<file path="config.mk">
export PLATFORM = sky130hd
export DESIGN_NAME = rhp_port
export DESIGN_NICKNAME = d
export VERILOG_FILES = /design/src/rtl/rhp_pkg.sv /design/src/rtl/rhp_port.sv
export SDC_FILE = /design/constraint.sdc
export NUM_CORES = 1
export LEC_CHECK = 0
export BUFFER_PORTS_ARGS = -buffer_cell sky130_fd_sc_hd__buf_4
export CAP_MARGIN = 40
export CELL_PAD_IN_SITES_DETAIL_PLACEMENT = 1
export CELL_PAD_IN_SITES_GLOBAL_PLACEMENT = 1
export CORE_UTILIZATION = 44
export DETAILED_ROUTE_END_ITERATION = 8
export PLACE_DENSITY = 0.95
export SYNTH_ARGS = -nofsm -noshare
export SYNTH_HDL_FRONTEND = slang
export SYNTH_SLANG_ARGS = --single-unit
</file>
<file path="constraint.sdc">
create_clock -name clk_sys -period 3.88 [get_ports clk_sys]
set_input_delay 0.194 -clock clk_sys [delete_from_list [all_inputs] [get_ports clk_sys]]
set_output_delay 0.194 -clock clk_sys [all_outputs]
set_load 0.03 [all_outputs]
</file>
<file path="src/rtl/rhp_pkg.sv">
// Package for the remote host port configuration block
`default_nettype none
package rhp_pkg;
    // Field positions of remote_port_config
    localparam int BIT_IRQ_STATUS = 7;
    localparam int BIT_SSTEP      = 6;
    localparam int BIT_FAST_WR    = 5;
    localparam int BIT_LATCH_RD   = 4;
    localparam int BIT_LATCH_WR   = 3;
    localparam int BIT_RUN        = 2;
    localparam int BIT_MSEL_HI    = 1;
    localparam int BIT_MSEL_LO    = 0;
    // Reset pattern: all low except mem select pointing at instruction memory
    localparam logic [7:0] CFG_RESET = 8'h01;
    localparam logic [15:0] PC_RESET = 16'h0000;
    localparam int IRQ_MASK_BIT = 3;

    // Memory select codes
    localparam logic [1:0] SEL_DMEM = 2'h0;
    localparam logic [1:0] SEL_IMEM = 2'h1;
    localparam logic [1:0] SEL_PCL  = 2'h2;
    localparam logic [1:0] SEL_PCH  = 2'h3;

    // Access mode bundle decoded from the configuration
    typedef struct packed {
        logic latch_rd;
        logic latch_wr;
        logic fast_wr;
    } rhp_mode_t;

    // Core sequencing states
    typedef enum logic [1:0] {CORE_IDLE, CORE_RUN, CORE_STEP} rhp_core_t;
endpackage : rhp_pkg
`default_nettype wire

</file>
<file path="src/rtl/rhp_port.sv">
// Remote host port configuration, core run control and data arbiter
`default_nettype none
module rhp_port
    import rhp_pkg::*;
(
    // Clock and reset
    input  wire logic       clk_sys,
    input  wire logic       rst_b,
    // Remote host pins (asynchronous)
    input  wire logic       cmd_select_pin,
    input  wire logic       remote_access_enable_pin_b,
    input  wire logic       remote_read_strobe_b,
    input  wire logic       remote_write_strobe_b,
    input  wire logic [7:0] remote_data_in,
    output logic      [7:0] remote_data_out,
    output logic            remote_data_oe,
    // Bidirectional interrupt pin
    input  wire logic       bidir_interrupt_pin_in,
    output logic            bidir_interrupt_pin_out,
    output logic            bidir_interrupt_pin_oe,
    // Local control from the core side
    input  wire logic       remote_lockout_bit,
    input  wire logic       bus_hold_pin_b,
    input  wire logic       irq_pin_is_output,
    input  wire logic       core_instr_done,
    input  wire logic       core_dmem_req,
    input  wire logic [7:0] imem_rd_data,
    input  wire logic [7:0] dmem_rd_data,
    // Core and memory steering
    output logic            core_running,
    output logic            core_exec,
    output logic     [15:0] prog_counter,
    output logic      [1:0] host_target,
    output logic            host_target_strobe,
    output logic            host_target_write,
    output logic      [7:0] host_wr_data,
    output logic            grant_core,
    output logic            grant_host,
    output var rhp_mode_t   access_mode
);

    // Two-stage synchronisers for the remote host pins and the interrupt pin input
    logic [4:0] sync_a;
    logic [4:0] sync_b;
    logic [7:0] din_a;
    logic [7:0] din_b;
    always_ff @(posedge clk_sys) begin
        sync_a <= {cmd_select_pin, remote_access_enable_pin_b,
                   remote_read_strobe_b, remote_write_strobe_b,
                   bidir_interrupt_pin_in};
        sync_b <= sync_a;
        din_a  <= remote_data_in;
        din_b  <= din_a;
    end

    logic cmd_s;
    logic rae_b_s;
    logic rd_b_s;
    logic wr_b_s;
    logic irq_in_s;
    assign cmd_s    = sync_b[4];
    assign rae_b_s  = sync_b[3];
    assign rd_b_s   = sync_b[2];
    assign wr_b_s   = sync_b[1];
    assign irq_in_s = sync_b[0];

    // Strobe edge detection works on synchronised copies only
    logic rd_prev;
    logic wr_prev;
    always_ff @(posedge clk_sys) begin
        rd_prev <= rd_b_s;
        wr_prev <= wr_b_s;
    end

    logic rd_start;
    logic wr_start;
    logic port_on;
    logic cfg_hit;
    logic mem_hit;
    assign rd_start = rd_prev & ~rd_b_s;
    assign wr_start = wr_prev & ~wr_b_s;
    assign port_on  = ~rae_b_s;
    assign cfg_hit  = port_on & cmd_s & ~remote_lockout_bit;
    assign mem_hit  = port_on & ~cmd_s;

    // Configuration register
    logic [7:0] cfg;
    logic       mask3;
    rhp_core_t  core_st;
    logic       boot_run;

    // Run, step and mode bits; step bit self-clears once accepted
    always_ff @(posedge clk_sys) begin
        if (!rst_b) begin
            cfg <= CFG_RESET;
        end else begin
            if (cfg_hit && wr_start) begin
                cfg[6:0] <= din_b[6:0];
            end else if (core_st == CORE_STEP) begin
                cfg[BIT_SSTEP] <= 1'b0;
            end
            if (boot_run) begin
                cfg[BIT_RUN] <= 1'b1;
            end
        end
    end

    // Strap catch: pins sampled while reset is held, acted on at release
    always_ff @(posedge clk_sys) begin
        if (!rst_b) begin
            boot_run <= ~rd_b_s & ~wr_b_s & rae_b_s;
        end else begin
            boot_run <= 1'b0;
        end
    end

    // Third mask bit drives the interrupt pin when it is an output
    always_ff @(posedge clk_sys) begin
        if (!rst_b) begin
            mask3 <= 1'b0;
        end else if (cfg_hit && wr_start && din_b[BIT_IRQ_STATUS]
                     && irq_pin_is_output) begin
            mask3 <= ~mask3;
        end else if (!irq_pin_is_output) begin
            mask3 <= irq_in_s;
        end
    end

    // Core sequencer
    logic step_req;
    assign step_req = cfg[BIT_SSTEP] & ~cfg[BIT_RUN];
    always_ff @(posedge clk_sys) begin
        if (!rst_b) begin
            core_st <= CORE_IDLE;
        end else begin
            case (core_st)
                CORE_IDLE: begin
                    if (cfg[BIT_RUN]) begin
                        core_st <= CORE_RUN;
                    end else if (step_req) begin
                        core_st <= CORE_STEP;
                    end
                end
                CORE_RUN: begin
                    if (!cfg[BIT_RUN] && core_instr_done) begin
                        core_st <= CORE_IDLE;
                    end
                end
                CORE_STEP: begin
                    if (core_instr_done) begin
                        core_st <= CORE_IDLE;
                    end
                end
                default: core_st <= CORE_IDLE;
            endcase
        end
    end

    logic idle;
    assign idle = (core_st == CORE_IDLE);

    // Program counter: advances per finished instruction, host loads bytes
    logic [1:0] sel;
    assign sel = cfg[BIT_MSEL_HI:BIT_MSEL_LO];
    always_ff @(posedge clk_sys) begin
        if (!rst_b) begin
            prog_counter <= PC_RESET;
        end else if (!idle && core_instr_done) begin
            prog_counter <= prog_counter + 16'h0001;
        end else if (idle && mem_hit && wr_start) begin
            // Host loads only while idle, so no race with the core
            if (sel == SEL_PCL) begin
                prog_counter[7:0] <= din_b;
            end else if (sel == SEL_PCH) begin
                prog_counter[15:8] <= din_b;
            end
        end
    end

    // Host access steering; non-data targets refused while core busy
    logic host_ok;
    assign host_ok = mem_hit & (rd_start | wr_start)
                   & ((sel == SEL_DMEM) | idle);
    always_ff @(posedge clk_sys) begin
        if (!rst_b) begin
            host_target        <= SEL_IMEM;
            host_target_strobe <= 1'b0;
            host_target_write  <= 1'b0;
            host_wr_data       <= 8'h00;
        end else begin
            host_target        <= sel;
            host_target_strobe <= host_ok;
            host_target_write  <= host_ok & wr_start;
            host_wr_data       <= din_b;
        end
    end

    // Mode bits apply to every target alike
    always_ff @(posedge clk_sys) begin
        if (!rst_b) begin
            access_mode <= '0;
        end else begin
            access_mode.latch_rd <= cfg[BIT_LATCH_RD];
            access_mode.latch_wr <= cfg[BIT_LATCH_WR];
            // Fast only matters outside latched write mode
            access_mode.fast_wr  <= cfg[BIT_FAST_WR]
                                    & ~cfg[BIT_LATCH_WR];
        end
    end

    // Data memory arbiter: core wins a tie when the host had the last grant or the port is locked, then turns alternate
    logic host_dreq;
    logic host_pend;
    logic host_want;
    logic last_host;
    logic locked;
    assign host_dreq = mem_hit & (sel == SEL_DMEM) & (rd_start | wr_start);
    // A host start lost to the core is held, since its strobe lasts one cycle
    assign host_want = host_dreq | host_pend;
    assign locked    = remote_lockout_bit | ~bus_hold_pin_b;
    always_ff @(posedge clk_sys) begin
        if (!rst_b) begin
            grant_core <= 1'b0;
            grant_host <= 1'b0;
            last_host  <= 1'b1;
            host_pend  <= 1'b0;
        end else begin
            grant_core <= 1'b0;
            grant_host <= 1'b0;
            if (core_dmem_req && (!host_want || locked || last_host)) begin
                grant_core <= 1'b1;
                last_host  <= 1'b0;
                host_pend  <= host_want;
            end else if (host_want) begin
                grant_host <= 1'b1;
                last_host  <= 1'b1;
                host_pend  <= 1'b0;
            end
        end
    end

    // Read-back path and pin drivers
    always_ff @(posedge clk_sys) begin
        if (!rst_b) begin
            remote_data_out         <= 8'h00;
            remote_data_oe          <= 1'b0;
            bidir_interrupt_pin_out <= 1'b0;
            bidir_interrupt_pin_oe  <= 1'b0;
            core_running            <= 1'b0;
            core_exec               <= 1'b0;
        end else begin
            remote_data_oe <= port_on & ~rd_b_s;
            if (cfg_hit && rd_start) begin
                remote_data_out <= {mask3, cfg[6:0]};
            end else if (host_ok && rd_start) begin
                case (sel)
                    SEL_DMEM: remote_data_out <= dmem_rd_data;
                    SEL_IMEM: remote_data_out <= imem_rd_data;
                    SEL_PCL:  remote_data_out <= prog_counter[7:0];
                    default:  remote_data_out <= prog_counter[15:8];
                endcase
            end
            bidir_interrupt_pin_out <= mask3;
            bidir_interrupt_pin_oe  <= irq_pin_is_output;
            core_running            <= (core_st == CORE_RUN);
            core_exec               <= ~idle;
        end
    end

    // Checks
    run_starts_a: assert property (@(posedge clk_sys) disable iff (!rst_b)
        idle && cfg[BIT_RUN] |=> core_st == CORE_RUN)
        else $error("run bit did not start core");
    stop_waits_a: assert property (@(posedge clk_sys) disable iff (!rst_b)
        core_st == CORE_RUN && !core_instr_done |=> core_st != CORE_IDLE)
        else $error("core stopped mid instruction");
    step_one_a: assert property (@(posedge clk_sys) disable iff (!rst_b)
        core_st == CORE_STEP && core_instr_done
        |=> idle && prog_counter == $past(prog_counter) + 16'h0001)
        else $error("single step wrong");
    pc_hold_a: assert property (@(posedge clk_sys) disable iff (!rst_b)
        idle && !(mem_hit && wr_start) |=> $stable(prog_counter))
        else $error("pc moved while stopped");
    tie_core_a: assert property (@(posedge clk_sys) disable iff (!rst_b)
        core_dmem_req && host_dreq && last_host |=> grant_core)
        else $error("core lost tie");
    alt_host_a: assert property (@(posedge clk_sys) disable iff (!rst_b)
        host_dreq && !locked && !last_host |=> grant_host)
        else $error("host turn skipped");
    grant_one_a: assert property (@(posedge clk_sys) disable iff (!rst_b)
        !(grant_core && grant_host))
        else $error("double grant");
    fast_mode_a: assert property (@(posedge clk_sys) disable iff (!rst_b)
        cfg[BIT_LATCH_WR] |=> !access_mode.fast_wr)
        else $error("fast write in latched mode");
    imem_guard_a: assert property (@(posedge clk_sys) disable iff (!rst_b)
        !idle && sel != SEL_DMEM |-> !host_ok)
        else $error("host reached core space while busy");
    reset_cfg_a: assert property (@(posedge clk_sys)
        !rst_b |=> cfg == CFG_RESET || boot_run)
        else $error("config reset wrong");
    irq_toggle_a: assert property (@(posedge clk_sys) disable iff (!rst_b)
        cfg_hit && wr_start && din_b[BIT_IRQ_STATUS] && irq_pin_is_output
        |=> mask3 != $past(mask3))
        else $error("interrupt status write did not change pin");
    boot_start_a: assert property (@(posedge clk_sys) disable iff (!rst_b)
        boot_run |=> cfg[BIT_RUN])
        else $error("strap start did not set run");
    pend_served_a: assert property (@(posedge clk_sys) disable iff (!rst_b)
        host_pend && !locked && !last_host |=> grant_host)
        else $error("waiting host turn skipped");
    mode_rd_a: assert property (@(posedge clk_sys) disable iff (!rst_b)
        1'b1 |=> access_mode.latch_rd == $past(cfg[BIT_LATCH_RD]))
        else $error("read mode not applied");
    mode_wr_a: assert property (@(posedge clk_sys) disable iff (!rst_b)
        1'b1 |=> access_mode.latch_wr == $past(cfg[BIT_LATCH_WR]))
        else $error("write mode not applied");
    // Covers for the main scenarios
    c_step: cover property (@(posedge clk_sys) core_st == CORE_STEP);
    c_run:  cover property (@(posedge clk_sys) core_st == CORE_RUN);
    c_alt:  cover property (@(posedge clk_sys) grant_core ##1 grant_host);
    c_tie:  cover property (@(posedge clk_sys) core_dmem_req && host_dreq);
    c_boot: cover property (@(posedge clk_sys) boot_run);
endmodule // rhp_port
`default_nettype wire

</file>
# Word level (Yosys, flattened, before mapping)
# Index checks and enable logic that the tools add are counted.
# op_classes
bitwise_logic	30
n_reduce_logical	28
add_sub_neg	1
n_eq_ne	10
mux	25
# ops
op	count
8-bit two-way mux	5
16-bit two-way mux	2
8-bit case mux with 3 select lines	1
16-bit by 1-bit adder with 16-bit output (second input constant)	1
1-bit AND	15
2-bit nonzero test	7
1-bit two-way mux	11
1-bit inverter	11
1-bit logical AND	10
2-bit two-way mux	4
2-bit == test (second input constant)	3
2-bit != test (second input constant)	3
2-bit case mux with 3 select lines	1
3-bit AND reduction	2
2-bit by 1-bit == test with 1-bit output (second input constant)	2
2-bit logical NOT	2
1-bit OR	4
1-bit logical NOT	3
3-bit two-way mux	1
3-bit != test (second input constant)	1
1-bit logical OR	2
2-bit by 1-bit != test with 1-bit output (second input constant)	1
2-bit AND reduction	1
2-bit OR reduction	1
# totals
reg_bits	87

# Longest topological paths before layout
# depth
word_depth	10
mapped_depth	6
mapped_depth_nobuf	5

# Worst setup path after synthesis
# OpenSTA, ideal clock, no wires.
# synth_timing
path_kind	reg-to-reg
start	register prog_counter[3]
end	register prog_counter[13]
slack_ns	2.059
path_stages_with_launch	5
path_buffers	0
period_less_slack_ns	1.821
t_arrival_ns	1.751
path_cell_list	dfxtp_1 > nand4_2 > or4_4 > o32a_1 > a21oi_1
# synth_via
elab_chain_cells	2
# synth_rtl
item	line	text
start, declared	rhp_port.sv:32	output logic [15:0] prog_counter,
start signal, assigned	rhp_port.sv:169	prog_counter <= prog_counter + 16'h0001;
start signal, assigned	rhp_port.sv:173	prog_counter[7:0] <= din_b;
16-bit by 1-bit adder with 16-bit output	rhp_port.sv:169	
16-bit two-way mux	rhp_port.sv:168	end else if (!idle && core_instr_done) begin
# Every way passes these cells.
# A chain may end at the register's enable or synchronous reset.

# Final worst setup path
# layout_timing
start	register sync_b[3]
end	register prog_counter[5]
# layout_via
elab_chain_cells	6
# layout_rtl
item	line	text
start, declared	rhp_port.sv:44	logic [4:0] sync_b;
start signal, assigned	rhp_port.sv:51	sync_b <= sync_a;
1-bit inverter	rhp_port.sv:82	assign port_on = ~rae_b_s;
1-bit AND	rhp_port.sv:84	assign mem_hit = port_on & ~cmd_s;
1-bit logical AND (2 in a row)	rhp_port.sv:170	end else if (idle && mem_hit && wr_start) begin
2-bit nonzero test (no line)	n/a	
2-bit AND reduction (no line)	n/a	
# Every way passes these cells.

==> impl_metrics.tcl <==
set metrics [dict create \
    drive_above_1_share_pct 27.8 \
    grt_overflow 0 \
    seq_area_um2 1740 \
    clk-insertion-delay-late_ns 0.37 \
    grt_pass1_wl_um 16800 \
    ff2ff_setup_slack_ns 1.53 \
    maxSlewHeadroom_pct 44.5 \
    fmax_mhz 426 \
    crit_chain "nor2_1 > nand4b_1 > and3_1 > o31a_1" \
    critPathCaptureType "flip-flop" \
    cts_root_buffer "clkbuf_8" \
    grt_max_degree 33 \
    leakagePower_uw 0.00184 \
    period_minus_slack_ns 2.35 \
    rsz0062_at_grt "false" \
    core-area_um2 7370 \
    multi_input_area_um2 1500 \
    highest_layer "met4" \
    ys_seq_area_share_pct 51.1 \
    synth_area_um2 3410 \
    drc_errors 0 \
    power_density_nw_per_um2 415 \
    syn-num-nets 364 \
    drtPass1Iterations 5 \
    start_util_pct 46.2 \
    path_class "reg -> reg" \
    cts_buffers 9 \
    setup_violations 0 \
    critPathMaxStageDelay_ns 0.66 \
    period_share_pct 60.5 \
    finalMaxSlewViolations 0 \
    io_pins 82 \
    fp.dieH_um 90.0 \
    hold_path.class "in -> reg" \
    grt_pass1_vias 3071 \
    vias 3038 \
    holdPathStages 2 \
    yosys_warnings 0 \
    synth_ff_type "dfxtp_1" \
    diodes 0 \
    rows 31 \
    fill_cells 847 \
    netlist_instances 327 \
    ys_types 62 \
    reg2reg_from "sync_b[3]" \
    totalWireLength_um 10400 \
    synth_edf_count 0 \
    fin_tns_setup_ns 0 \
    slowest_stage "nand4b_1" \
    wl_met3_um 736 \
    ys_seq_elements 87 \
    clock_skew_ns 0.0110 \
    min_to "mask3" \
    peakVddDrop_mv 0.356 \
    nNetsFinal 450 \
    gp_congestion 0.901 \
    final_design_area_no_fill_um2 4360 \
    worst_slew_pin_slew_ns 0.831 \
    reg2reg_depth 4 \
    antenna_found_initial 0 \
    io_buffer_count 81 \
    hpwl_um 6970 \
    die_area_um2 8100 \
    syn_area_per_cell_um2 10.4 \
    maxCapViolCount 0 \
    clkTransAtPathRegs_ns 0.08 \
    hold_viol_final 0 \
    post_dp_cell_area_um2 4010 \
    die_x_um 90.0 \
    drt_iter0_drc 177 \
    syn_to_final_growth_pct 27.9 \
    async_flop_share_pct 0 \
    crit_arrival_ns 2.61 \
    cts_sinks 87 \
    cts_tree "yes" \
    cts_max_level 3 \
    routedWlPerCell_um 20.1 \
    met1Wirelength_um 4180 \
    track_usage_pct 26.8 \
    clockBufferDepth 2 \
    cp-start-kind "flip-flop" \
    worstPathRequired_ns 4.14 \
    routed_via_density 5.89 \
    cp_max_fo 15 \
    ant_nets 0 \
    wl_met2_um 5140 \
    status "complete, no violations" \
    hold_start "irq_pin_is_output" \
    r2r_end "prog_counter[5]" \
]
==> metal layers <==
| metal | vias to the layer above | GRT usage, % |
|---|---|---|
| li1 | 1367 | - |
| met1 | 1485 | 33.5 |
| met2 | 161 | 44.5 |
| met3 | 25 | 5.16 |
| met4 | 0 | 12.4 |
| met5 | - | 0 |
==> repair_timing <==
action / CTS / global route
buffers inserted: 0 / 0
hold buffers: 13 / 0
endpoints found under the hold margin: 13 / 0
resized for setup: 0 / 0
==> metrics by stage <==
stage | util [%] | hold WS [ns] | setup slack (ns) | cells | total power [uW]
floorplan | - | 0.222 | 2.06 | 327 | 1050
global placement | 54.4 | 0.298 | 1.71 | 488 | 1110
detailed placement | 54.4 | 0.300 | 1.60 | 488 | 1120
CTS | 59.1 | 0.00524 | 1.57 | 516 | 1820
global route | 59.1 | 0.0200 | 1.36 | 516 | 1870
finish | 59.1 | 0.0102 | 1.53 | 516 | 1810
==> layout make-up <==
class	count	area share, %
flip-flops and latches	87	40.0
multi-input cells	212	34.3
repair buffers	95	17.1
clock buffers	10	3.16
well taps	99	2.84
clock inverters	5	1.89
inverters	8	0.689
==> worst max-delay path by stage <==
stage                                from          endpoint  depth (start not counted)  slack [ns]
after floorplan           prog_counter[3]  prog_counter[13]                          4        2.06
after global routing               cfg[1]   prog_counter[5]                          3        1.36
after global placement         core_st[0]   prog_counter[5]                          4        1.71
final                           sync_b[3]   prog_counter[5]                          4        1.53
after detailed placement       core_st[1]   prog_counter[5]                          4        1.60
after CTS                          cfg[1]   prog_counter[5]                          3        1.57
==> cell families (layout without fill, tap and decap cells) <==
logic type	count (synthesis)	in the layout	synth area share, %
and+or+nand+nor	119	119	20.3
DFF	87	87	51.1
AOI/OAI and AO/OA	77	77	15.7
buffers and inverters	28	118	4.99
muxes	12	12	6.72
xor gates and xnor gates	3	3	0.771
adders and majority gates	1	1	0.367
==> layout by cell type, fill, tap and decap left out, types with 3 or more instances in the layout <==
cell,count
mux2i_1,3
clkbuf_8,10
o211ai_1,3
nand4_1,7
nor3b_1,5
mux4_2,6
dfxtp_1,87
nor3_1,6
nor2b_1,3
buf_4,82
and4_1,3
and2_1,11
a21oi_1,26
o22a_1,4
nand3_1,16
nand2_1,26
inv_1,8
o21ai_0,12
a31oi_1,6
nor2_1,16
nor4_1,3
dlygate4sd3_1,13
o211a_1,6
and3_1,5
nand2b_1,4
==> synthesized netlist by cell type (4+ instances only) <==
cell,number,area share [%]
and2_1,11,2.0
mux4_2,6,4.0
and3_1,5,0.92
inv_1,8,0.88
clkbuf_1,9,0.99
buf_6,4,1.3
o22a_1,4,1.0
o21ai_0,12,1.8
dfxtp_1,87,51
a21oi_1,26,3.8
o211a_1,6,1.8
nor3_1,6,0.88
a31oi_1,6,1.1
nor3b_1,5,1.1
buf_2,4,0.59
nand4_1,7,1.3
nand2_1,26,2.9
nand3_1,16,2.3
nor2_1,16,1.8
nand2b_1,4,0.73
==> sequential cells by signal, indices dropped and copies added, names as in the netlist, 2 cells and up <==
| register | flops |
|---|---|
| din_b | 8 |
| host_wr_data | 8 |
| core_st | 2 |
| host_target | 2 |
| prog_counter | 16 |
| sync_a | 5 |
| access_mode | 3 |
| din_a | 8 |
| remote_data_out | 8 |
| cfg | 7 |
| sync_b | 5 |
==> worst max-delay path, delay by kind of cell, from the launching register on <==
family / cells / cell delay [ns]
simple gates: 3 / 1.56
compound gates: 1 / 0.29
flops: 1 / 0.40
==> power breakdown <==
group          total [uW]  switching [uW]  internal, uW
sequential            949            25.2           924
combinational         163            86.0          76.9
clock                 696             318           377
Note: power is estimated with default switching activity, not from simulation.
